==> src/core/bged_pkg.sv <==
// Constants shared by the binary gage edge detector.
// Assumes a 25 MHz core clock and an Avalon-MM register port.
package bged_pkg;

  // ==========================================================
  // Widths
  localparam int BGED_GRAY_W = 6;
  localparam int BGED_POS_W = 10;
  localparam int BGED_LEN_W = 3;
  localparam int BGED_CNT_W = 16;

  // ==========================================================
  // Brightness levels
  localparam logic [5:0] BGED_LVL_MIN = 6'h01;
  localparam logic [5:0] BGED_LVL_MAX = 6'h3F;
  localparam logic [5:0] BGED_PIX_WHITE = 6'h3F;
  localparam logic [5:0] BGED_PIX_BLACK = 6'h00;

  // ==========================================================
  // Register byte offsets
  localparam logic [3:0] BGED_OFS_THR = 4'h0;
  localparam logic [3:0] BGED_OFS_FILT = 4'h4;
  localparam logic [3:0] BGED_OFS_TOGGLE = 4'h8;
  localparam logic [3:0] BGED_OFS_STAT = 4'hC;

  // ==========================================================
  // Field positions
  localparam int BGED_THR_LO_POS = 0;
  localparam int BGED_THR_HI_POS = 8;
  localparam int BGED_FILT_LEN_POS = 0;
  localparam int BGED_FILT_BLK_POS = 8;
  localparam int BGED_TOG_POS = 0;
  localparam int BGED_STAT_POS_POS = 0;
  localparam int BGED_STAT_CNT_POS = 16;

  // ==========================================================
  // Reset values
  localparam logic [5:0] BGED_RST_THR_LO = 6'h01;
  localparam logic [5:0] BGED_RST_THR_HI = 6'h3F;
  localparam logic [2:0] BGED_RST_LEN = 3'h0;
  localparam logic BGED_RST_FILT_BLK = 1'b0;

  // ==========================================================
  // Gage tracker states
  typedef enum logic [1:0] {
    TRK_IDLE = 2'b00,
    TRK_STABLE = 2'b01,
    TRK_RUN = 2'b10
  } bged_trk_t;

endpackage

==> src/core/bged_top.sv <==
// Binary gage edge detector: binarize, noise filter, edge report.
// Assumes pixels and gage flags come from logic on core_clk.
//
// Summary of operation
// - Both thresholds take brightness levels 1 through 63 only.
// - Pixel in area above the upper threshold becomes black.
// - Pixel in area below the lower threshold becomes black.
// - Pixel between thresholds, bounds included, becomes white.
// - Only area pixels are binarized; others pass through as gray.
// - Noise filter acts on binary gage pixels before edge search.
// - Noise runs no longer than filter length are removed, no edge.
// - Longer noise runs stay and give leading and trailing edges.
// - Each toggle selection flips the noise colour white/black.
// - White selection filters white runs; black filters black runs.
// - Upper control top gives 63; lower control bottom gives 1.
`timescale 1ns/1ps
module bged_top (
  input wire logic core_clk,
  input wire logic nrst,
  // Avalon-MM slave
  input wire logic [3:0] avs_address,
  input wire logic avs_read,
  input wire logic avs_write,
  input wire logic [31:0] avs_writedata,
  output logic [31:0] avs_readdata,
  output logic avs_waitrequest,
  // Pixel stream in
  input wire logic pix_valid,
  input wire logic [bged_pkg::BGED_GRAY_W-1:0] pix_gray,
  input wire logic pix_aoi,
  input wire logic pix_on_gage,
  input wire logic gage_start,
  // Pixel stream out
  output logic out_valid,
  output logic [bged_pkg::BGED_GRAY_W-1:0] out_pix,
  output logic out_binary,
  // Edge report
  output logic edge_valid,
  output logic [bged_pkg::BGED_POS_W-1:0] edge_pos,
  output logic edge_to_black
);
  import bged_pkg::*;

  // ==========================================================
  // Helpers
  function automatic logic [5:0] bged_clamp(input logic [5:0] v);
    bged_clamp = (v < BGED_LVL_MIN) ? BGED_LVL_MIN : v;
  endfunction

  function automatic logic bged_is_black(
    input logic [5:0] g,
    input logic [5:0] lo,
    input logic [5:0] hi
  );
    bged_is_black = (g > hi) || (g < lo);
  endfunction

  // Register decode shared by the read and write paths
  function automatic logic bged_hit(
    input logic [3:0] addr,
    input logic [3:0] ofs
  );
    bged_hit = (addr == ofs);
  endfunction

  // ==========================================================
  // Register state
  logic [5:0] thr_lo_q;
  logic [5:0] thr_hi_q;
  logic [2:0] filt_len_q;
  logic filt_blk_q;
  logic ack_q;
  logic [31:0] rdata_q;
  logic bus_req;
  logic wr_go;
  logic wr_thr;
  logic wr_filt;
  logic wr_tog;
  logic [31:0] rdata_d;
  logic [15:0] edge_cnt_q;
  logic [BGED_POS_W-1:0] last_pos_q;

  // Bus answers on the second edge of a request; writes land then
  assign bus_req = avs_read | avs_write;
  assign avs_waitrequest = bus_req & ~ack_q;
  assign wr_go = avs_write & ack_q;
  assign avs_readdata = rdata_q;
  assign wr_thr = wr_go & bged_hit(avs_address, BGED_OFS_THR);
  assign wr_filt = wr_go & bged_hit(avs_address, BGED_OFS_FILT);
  assign wr_tog = wr_go & bged_hit(avs_address, BGED_OFS_TOGGLE) &
                  avs_writedata[BGED_TOG_POS];

  // Ack drops again, so back to back requests each pay one wait
  always_ff @(posedge core_clk or negedge nrst) begin
    if (!nrst) begin
      ack_q <= 1'b0;
    end else begin
      ack_q <= bus_req & ~ack_q;
    end
  end

  // Read data is captured on the first edge of a read, while waitrequest is still high, and held until the next read
  always_comb begin
    rdata_d = 32'h0000_0000;
    if (bged_hit(avs_address, BGED_OFS_THR)) begin
      rdata_d[BGED_THR_LO_POS +: 6] = thr_lo_q;
      rdata_d[BGED_THR_HI_POS +: 6] = thr_hi_q;
    end else if (bged_hit(avs_address, BGED_OFS_FILT)) begin
      rdata_d[BGED_FILT_LEN_POS +: 3] = filt_len_q;
      rdata_d[BGED_FILT_BLK_POS] = filt_blk_q;
    end else if (bged_hit(avs_address, BGED_OFS_STAT)) begin
      rdata_d[BGED_STAT_POS_POS +: BGED_POS_W] = last_pos_q;
      rdata_d[BGED_STAT_CNT_POS +: 16] = edge_cnt_q;
    end
  end

  always_ff @(posedge core_clk or negedge nrst) begin
    if (!nrst) begin
      rdata_q <= 32'h0000_0000;
    end else if (avs_read && !ack_q) begin
      rdata_q <= rdata_d;
    end
  end

  // Zero would blank everything, so it is raised to the lowest level
  always_ff @(posedge core_clk or negedge nrst) begin
    if (!nrst) begin
      thr_lo_q <= BGED_RST_THR_LO;
    end else if (wr_thr) begin
      thr_lo_q <= bged_clamp(avs_writedata[BGED_THR_LO_POS +: 6]);
    end
  end

  always_ff @(posedge core_clk or negedge nrst) begin
    if (!nrst) begin
      thr_hi_q <= BGED_RST_THR_HI;
    end else if (wr_thr) begin
      thr_hi_q <= bged_clamp(avs_writedata[BGED_THR_HI_POS +: 6]);
    end
  end

  // Length 0 turns the filter off
  always_ff @(posedge core_clk or negedge nrst) begin
    if (!nrst) begin
      filt_len_q <= BGED_RST_LEN;
    end else if (wr_filt) begin
      filt_len_q <= avs_writedata[BGED_FILT_LEN_POS +: 3];
    end
  end

  // A field write and a toggle never meet: they use different offsets
  always_ff @(posedge core_clk or negedge nrst) begin
    if (!nrst) begin
      filt_blk_q <= BGED_RST_FILT_BLK;
    end else if (wr_filt) begin
      filt_blk_q <= avs_writedata[BGED_FILT_BLK_POS];
    end else if (wr_tog) begin
      filt_blk_q <= ~filt_blk_q;
    end
  end

  // ==========================================================
  // Binarization stage
  logic s1_valid_q;
  logic s1_gage_q;
  logic s1_start_q;
  logic s1_black_q;

  // One compare serves both the image and the gage path
  logic pix_black;
  assign pix_black = bged_is_black(pix_gray, thr_lo_q, thr_hi_q);

  always_ff @(posedge core_clk or negedge nrst) begin
    if (!nrst) begin
      out_valid <= 1'b0;
      out_pix <= BGED_PIX_BLACK;
      out_binary <= 1'b0;
    end else begin
      out_valid <= pix_valid;
      out_binary <= pix_aoi;
      if (!pix_aoi) begin
        out_pix <= pix_gray;
      end else if (pix_black) begin
        out_pix <= BGED_PIX_BLACK;
      end else begin
        out_pix <= BGED_PIX_WHITE;
      end
    end
  end

  // Stage one keeps the gage flags in line with the colour
  always_ff @(posedge core_clk or negedge nrst) begin
    if (!nrst) begin
      s1_valid_q <= 1'b0;
      s1_gage_q <= 1'b0;
      s1_start_q <= 1'b0;
      s1_black_q <= 1'b0;
    end else begin
      s1_valid_q <= pix_valid;
      s1_gage_q <= pix_aoi & pix_on_gage;
      s1_start_q <= gage_start;
      s1_black_q <= pix_black;
    end
  end

  // ==========================================================
  // Noise filter and edge search along the gage
  // Only gage pixels inside the area feed this stage
  bged_trk_t trk_q;
  logic stable_q;
  logic [2:0] run_q;
  logic [BGED_POS_W-1:0] run_pos_q;
  logic [BGED_POS_W-1:0] idx_q;
  logic [BGED_POS_W-1:0] cur_idx;
  logic samp;
  logic is_noise;
  logic run_long;
  bged_trk_t trk_d;
  logic stable_d;
  logic [2:0] run_d;
  logic [BGED_POS_W-1:0] run_pos_d;
  logic emit;
  logic [BGED_POS_W-1:0] emit_pos;

  assign samp = s1_valid_q & s1_gage_q;
  assign cur_idx = s1_start_q ? '0 : idx_q + 1'b1;
  assign is_noise = (s1_black_q == filt_blk_q);
  assign run_long = ({1'b0, run_q} + 4'h1) > {1'b0, filt_len_q};

  always_ff @(posedge core_clk or negedge nrst) begin
    if (!nrst) begin
      idx_q <= '0;
    end else if (samp) begin
      idx_q <= cur_idx;
    end
  end

  // Next state of the tracker; a run opens only while filtering is on
  // A short run still open at the gage end is dropped
  always_comb begin
    trk_d = trk_q;
    stable_d = stable_q;
    run_d = run_q;
    run_pos_d = run_pos_q;
    emit = 1'b0;
    emit_pos = cur_idx;
    if (samp && s1_start_q) begin
      // First sample sets the reference colour, no edge
      trk_d = TRK_STABLE;
      stable_d = s1_black_q;
      run_d = 3'h0;
    end else if (samp) begin
      case (trk_q)
        TRK_STABLE: begin
          if (s1_black_q != stable_q) begin
            if (is_noise && filt_len_q != 3'h0) begin
              trk_d = TRK_RUN;
              run_d = 3'h1;
              run_pos_d = cur_idx;
            end else begin
              stable_d = s1_black_q;
              emit = 1'b1;
            end
          end
        end
        TRK_RUN: begin
          if (s1_black_q == stable_q) begin
            trk_d = TRK_STABLE;
            run_d = 3'h0;
          end else if (run_long) begin
            trk_d = TRK_STABLE;
            stable_d = s1_black_q;
            run_d = 3'h0;
            emit = 1'b1;
            emit_pos = run_pos_q;
          end else begin
            run_d = run_q + 3'h1;
          end
        end
        default: begin
          // Samples before any gage start are ignored
          trk_d = TRK_IDLE;
        end
      endcase
    end
  end

  // Tracker state moves only on gage samples
  always_ff @(posedge core_clk or negedge nrst) begin
    if (!nrst) begin
      trk_q <= TRK_IDLE;
      stable_q <= 1'b0;
    end else begin
      trk_q <= trk_d;
      stable_q <= stable_d;
    end
  end

  // A run never passes the filter length, so three bits cannot wrap
  always_ff @(posedge core_clk or negedge nrst) begin
    if (!nrst) begin
      run_q <= 3'h0;
      run_pos_q <= '0;
    end else begin
      run_q <= run_d;
      run_pos_q <= run_pos_d;
    end
  end

  // Leading edge of a long run carries the index of its first pixel
  always_ff @(posedge core_clk or negedge nrst) begin
    if (!nrst) begin
      edge_valid <= 1'b0;
      edge_pos <= '0;
      edge_to_black <= 1'b0;
    end else begin
      edge_valid <= emit;
      if (emit) begin
        edge_pos <= emit_pos;
        edge_to_black <= s1_black_q;
      end
    end
  end

  // ==========================================================
  // Edge statistics for software; count wraps silently
  always_ff @(posedge core_clk or negedge nrst) begin
    if (!nrst) begin
      edge_cnt_q <= 16'h0000;
    end else if (samp && s1_start_q) begin
      edge_cnt_q <= 16'h0000;
    end else if (edge_valid) begin
      edge_cnt_q <= edge_cnt_q + 16'h0001;
    end
  end

  // Position stays after the pass so software may read it late
  always_ff @(posedge core_clk or negedge nrst) begin
    if (!nrst) begin
      last_pos_q <= '0;
    end else if (edge_valid) begin
      last_pos_q <= edge_pos;
    end
  end

endmodule

==> config.mk <==
export PLATFORM = sky130hd
export DESIGN_NAME = bged_top
export DESIGN_NICKNAME = d
export VERILOG_FILES = /design/src/core/bged_pkg.sv /design/src/core/bged_top.sv
export SDC_FILE = /design/constraint.sdc
export NUM_CORES = 1
export LEC_CHECK = 0
export BUFFER_PORTS_ARGS = -buffer_cell sky130_fd_sc_hd__buf_2
export CAP_MARGIN = 20
export CORE_AREA = 4 4 126 128
export DETAILED_ROUTE_END_ITERATION = 7
export DIE_AREA = 0 0 130 132
export PLACE_DENSITY = 0.64
export SLEW_MARGIN = 20
export SYNTH_ARGS = -nofsm -noshare
export SYNTH_HDL_FRONTEND = slang
export SYNTH_SLANG_ARGS = --single-unit
==> constraint.sdc <==
create_clock -name core_clk -period 2.5 [get_ports core_clk]
set_input_delay 0.5 -clock core_clk [delete_from_list [all_inputs] [get_ports core_clk]]
set_output_delay 0.5 -clock core_clk [all_outputs]
set_load 0.03 [all_outputs]
== Word level (Yosys, flattened, before mapping) ==
Cells that the tools add are included.
Storage, ports and cells
  flip-flop bits (word level): 122
  bits of input ports: 50
  output and inout bits: 53
Operators by class
  $add $sub $neg: 4
  order comparisons: 5
  equal/unequal tests: 14
  mux-type cells: 54
  bitwise operators: 12
  reduce and logical (&&, ||, !) cells: 15
Operator list (number)
  16-bit two-way mux: 5
  10-bit two-way mux: 7
  6-bit two-way mux: 5
  3-bit two-way mux: 7
  16-bit by 1-bit adder with 16-bit output, second input constant: 1
  1-bit two-way mux: 16
  2-bit two-way mux: 8
  3-bit inequality test, second input constant: 5
  6-bit by 1-bit less-than comparator with 1-bit output, second input constant: 2
  10-bit by 1-bit adder with 10-bit output, second input constant: 1
  1-bit AND: 8
  4-bit == test, second input constant: 2
  4-bit AND reduction: 2
  6-bit greater-than comparator: 1
  6-bit less-than comparator: 1
  3-bit one-hot mux with 2 select lines: 1
  6-bit AND reduction: 1
  2-bit nonzero test: 3
  3-bit nonzero test: 2
  5-bit two-way mux: 1
  5-bit AND reduction: 1
  3-bit by 1-bit adder with 4-bit output, second input constant: 1
  4-bit by 3-bit == test with 1-bit output, second input constant: 1
  4-bit by 3-bit greater-than comparator with 1-bit output: 1
  15 further kinds: 21

== Logic depth before layout (Yosys ltp) ==
  depth after elaboration: 7
  gate-level depth with buffers: 9

== Worst setup path after synthesis ==
No wires, ideal clock.
  path type: flip-flop to flip-flop
  start: reg run_q[0]
  end: reg edge_pos[2] (netlist bit)
  library setup time: 127 ps
  data arrival time: 2377 ps
  required time: 2373 ps
  path slack: -4 ps
  stages on the path, launching flop included: 10
  clock period less this slack: 2504 ps
  cells stage by stage: dfrtp_1 > ha_1 > xor2_1 > ha_1 > and3_1 > a21oi_2 > o21a_1 > buf_2 > mux2_2 > mux2_1
Between the ends
  longest elaborated chain between the ends: 7
  elaborated cells on any way between the ends: 12
  those cells by class: add/sub: 1; order compare: 1; mux: 10
RTL lines
  from (decl): RTL line bged_top.sv:211  | logic [2:0] run_q;
  from (signal assigned): RTL line bged_top.sv:305  | run_q <= run_d;
  3-bit by 1-bit adder with 4-bit output (*): RTL line bged_top.sv:228  | assign run_long = ({1'b0, run_q} + 4'h1) > {1'b0, filt_len_q};
  4-bit by 3-bit greater-than comparator with 1-bit output (*): RTL line bged_top.sv:228
  1-bit two-way mux / 10-bit two-way mux (equally long branches): RTL line bged_top.sv:270  | end else if (run_long) begin
  1-bit two-way mux / 10-bit two-way mux (equally long branches): RTL line bged_top.sv:267  | if (s1_black_q == stable_q) begin
  1-bit one-hot mux with 2 select lines / 10-bit two-way mux (equally long branches): RTL line bged_top.sv:253  | case (trk_q)
  1-bit two-way mux / 10-bit two-way mux (equally long branches): RTL line bged_top.sv:252  | end else if (samp) begin
  1-bit two-way mux / 10-bit two-way mux (equally long branches): RTL line bged_top.sv:247  | if (samp && s1_start_q) begin
  to (signal assigned): RTL line bged_top.sv:319  | edge_pos <= emit_pos;
  to (decl): RTL line bged_top.sv:39  | output logic [bged_pkg::BGED_POS_W-1:0] edge_pos,
Every way passes the cells marked *; elsewhere a longest branch is shown, timed or not.
A chain may end at the register's enable or synchronous reset.

== Final worst setup path ==
  start: reg run_q[0]
  end: reg run_q[2]
Between the ends
  longest elaborated chain between the ends: 7
  elaborated cells on any way between the ends: 8
  those cells by class: add/sub: 2; order compare: 1; mux: 5
RTL lines (RTL line)
  3-bit by 1-bit adder with 4-bit output: bged_top.sv:228
  4-bit by 3-bit greater-than comparator with 1-bit output: bged_top.sv:228
  3-bit two-way mux (*): bged_top.sv:270
  3-bit two-way mux (*): bged_top.sv:267
  3-bit one-hot mux with 2 select lines (*): bged_top.sv:253
  3-bit two-way mux (*): bged_top.sv:252
  3-bit two-way mux (*): bged_top.sv:247
Every way passes the cells marked *; elsewhere a longest branch is shown, timed or not. The select of a mux whose other input is x is not followed.

==> results.yml <==
status:
  outcome: "finished with violations"
  violations: "negative setup slack"
grt:
  grtUsageTotal_pct: 15.7
  overflow: 0
  grt_pass1_wl_mm: 21.3
  grt_pass1_vias: 4275
  grt_max_degree: 110
  antenna_found_initial: 0
power:
  p_total_uw: 6210
  power_density_nw_per_um2: 856
  p_leak_uw: 0.00347
  p_int_uw: 4490
  ir_drop_uv: 435
  seqPwrFrac_pct: 38.0
  p_comb_share_pct: 19.0
  pwr-share-clk_pct: 43.0
  switching_share_pct: 27.8
  p_sw_uw: 1720
clocking:
  cts_tree: "built"
  htreeDepth: 4
  root_buffer: "clkbuf_16"
  clockBufferDepth: 2
  cts_sinks: 122
  worst_skew_pair.late_latency_ps: 420
  clkTransAtPathRegs_ps: 50
  cts_buffers: 17
timing:
  finalCriticalPeriod_ps: 2520
  holdWs_ps: 189
  tightest_slew_ps: 933
  finalSetupViolCount: 1
  fin_crit_sh_pct: 101
  grt_setup_unrepaired: "yes"
  tns_ps: -17.1
  hold_violations: 0
  max_freq_mhz: 397
  slew_headroom_pct: 37.8
  skew_ps: 7.24
  drv_slew: 0
  setup_ws_ps: -17.1
logic_synthesis:
  synth_area_leaders: "dfrtp_1 49%, nand2_1 5.8%, mux2_2 5.8%, o21ai_0 4.8%, ha_1 4.1%"
  syn_area_sq_um: 5850
  synth_seq_cells: 122
  netlist-cell-type-count: 54
  synthCells: 567
  synth_top_cell_by_area: "dfrtp_1"
  ys_seq_area_share_pct: 52.3
  syn_area_per_cell_sq_um: 10.3
  yosysWarnings: 0
  synth_ff_type: "dfrtp_1"
  synth_edf_count: 0
  async_flop_share_pct: 100
  synth_top_area_share_pct: 49.2
finish:
  fillCellCount: 1387
  layout_commonest_cell: "dfrtp_1"
  fin_util_pct: 48.8
  multi_input_area_sq_um: 2630
  areaGrowthSynthToFinish_pct: 24.0
  post_route_cells_drive_above_1_share_pct: 28.1
  fin_nets: 724
  n_antenna_cell: 0
  regArea_sq_um: 3060
  final_cell_mix: "115 x dfrtp_1, 91 x nand2_1, 79 x buf_2"
critical_path:
  cp_max_fo: 5
  start_kind: "flip-flop"
  critPathArrivalTime_ps: 2860
  required_ps: 2840
  worstReg2RegStart: "run_q[0]"
  worstSetupPathType: "reg2reg"
  cp-startpoint: "run_q[0]"
  end_kind: "flip-flop"
drt:
  wl_met3_um: 646
  post_drt_wl_per_cell_um: 15.2
  ant_nets: 0
  top_layer: "met4"
  num_vias: 4332
  drcViolationCount: 0
  drt-vias-per-instance: 5.06
  wl_met2_mm: 6.19
  dr.pass1.iters: 4
  drt-initial-drc-count: 193
  wl_met1_mm: 5.90
  finalWirelength_mm: 13.0
die:
  start_util_pct: 39.4
  ios: 103
  die_x_um: 130
  die_h_um: 132
  row_count: 45
  dieArea_sq_um: 17200
  core_area_sq_um: 14900
hold_path:
  hold_path_class: "in2reg"
  hold_start: "pix_valid"
placement:
  port_buffers: 80
  place_hpwl_mm: 9.34
  place.gp.congestion: 0.873
flow_run:
  maxCapViolCount: 0
==> what timing repair did <==
item	CTS	global route
endpoints found under the setup margin	12	12
endpoints found under the hold margin	13	0
pin swaps	6	5
hold buffers	1	0
resized for setup	4	15
setup buffers	1	4
==> state kept, by name (all words and copies together), names as in the netlist <==
register and cells:
last_pos_q 10, ack_q 1, out_pix 6, filt_len_q 3, trk_q 2, run_pos_q 10, thr_hi_q 6, edge_to_black 1
stable_q 1, filt_blk_q 1, s1_start_q 1, run_q 3, s1_black_q 1, edge_pos 10, s1_gage_q 1, out_binary 1
thr_lo_q 6, idx_q 10, edge_cnt_q 16, avs_readdata 30, s1_valid_q 1, edge_valid 1
==> through the flow <==
step           setup slack, ps  area [sq um]  instances
3_3_place_gp             -12.6          6490        818
2_1_floorplan             41.3          5860        568
5_1_grt                  -94.6          7260        856
4_1_cts                   2.01          7170        852
6_report                 -17.1          7260        856
3_5_place_dp             -99.4          6490        818
==> final timing paths <==
path	end	slack, ps	cells after the start
max	run_q[2]	-20	9
min	s1_valid_q	190	1
max reg2reg	run_q[2]	-20	9
min reg2reg	avs_readdata[19]	480	2
max in group asynchronous	out_binary	1200	3
min in group asynchronous	avs_readdata[24]	470	2
==> per-layer routing <==
layer / track usage (%) / vias to the layer above
li1: - / 2122
met1: 20.7 / 2088
met2: 24.5 / 102
met3: 4.86 / 20
met4: 5.72 / 0
met5: 0 / -
==> cell type report <==
class                      count  share of cell area (%)
multi-input combinational    392                    36.3
clock buffer                  21                    6.21
sequential                   122                    42.2
inverter                      22                    1.14
tap                          188                    3.24
timing repair buffer         100                    8.28
clock inverter                11                    2.66
==> power groups by stage <==
stage | registers [uW] | clock network, uW | logic, uW
after floorplan | 2410 | 0 | 717
after global placement | 2380 | 0 | 1020
after detailed placement | 2390 | 0 | 1060
after CTS | 2360 | 2720 | 1110
after global routing | 2390 | 2820 | 1320
final | 2360 | 2670 | 1180
==> cell families after synthesis <==
| kind of cell | after synthesis | synth area share (%) |
|---|---|---|
| AOI/OAI and AO/OA | 110 | 11.2 |
| other | 1 | 0.0641 |
| xor gates and xnor gates | 25 | 3.74 |
| adders and majority gates | 19 | 4.06 |
| and+or+nand+nor | 185 | 14.7 |
| muxes | 51 | 9.90 |
| buffers and inverters | 54 | 4.08 |
| DFF | 122 | 52.3 |
==> critical path, stage by stage, from the launching register on <==
cell and delay [ps]:
dfrtp_1 390, ha_2 200, xor2_1 160, ha_1 330
a21oi_2 200, a21oi_4 100, buf_6 120, or4_4 430
or3b_1 360, o2bb2ai_1 140
==> synth_stat cells, types with 2 or more instances <==
library cell / instances
a21oi_1: 19
a21oi_2: 2
a22o_1: 4
a22oi_1: 4
a31oi_1: 2
and3_1: 10
buf_1: 3
buf_2: 5
buf_4: 4
buf_6: 2
clkbuf_1: 18
dfrtp_1: 115
dfstp_2: 7
ha_1: 19
inv_1: 22
mux2_1: 13
mux2_2: 30
mux2_4: 3
mux2i_1: 5
nand2_1: 91
nand2b_1: 4
nand3_1: 7
nand3b_1: 2
nand4_1: 7
nor2_1: 38
nor2b_1: 2
nor3_1: 6
nor3b_1: 2
o21a_1: 5
o21ai_0: 56
o21bai_1: 2
o31ai_1: 8
or3_1: 4
or3b_1: 2
or4_4: 2
xnor2_1: 10
xor2_1: 15
Power figures use the tool's default switching activity.
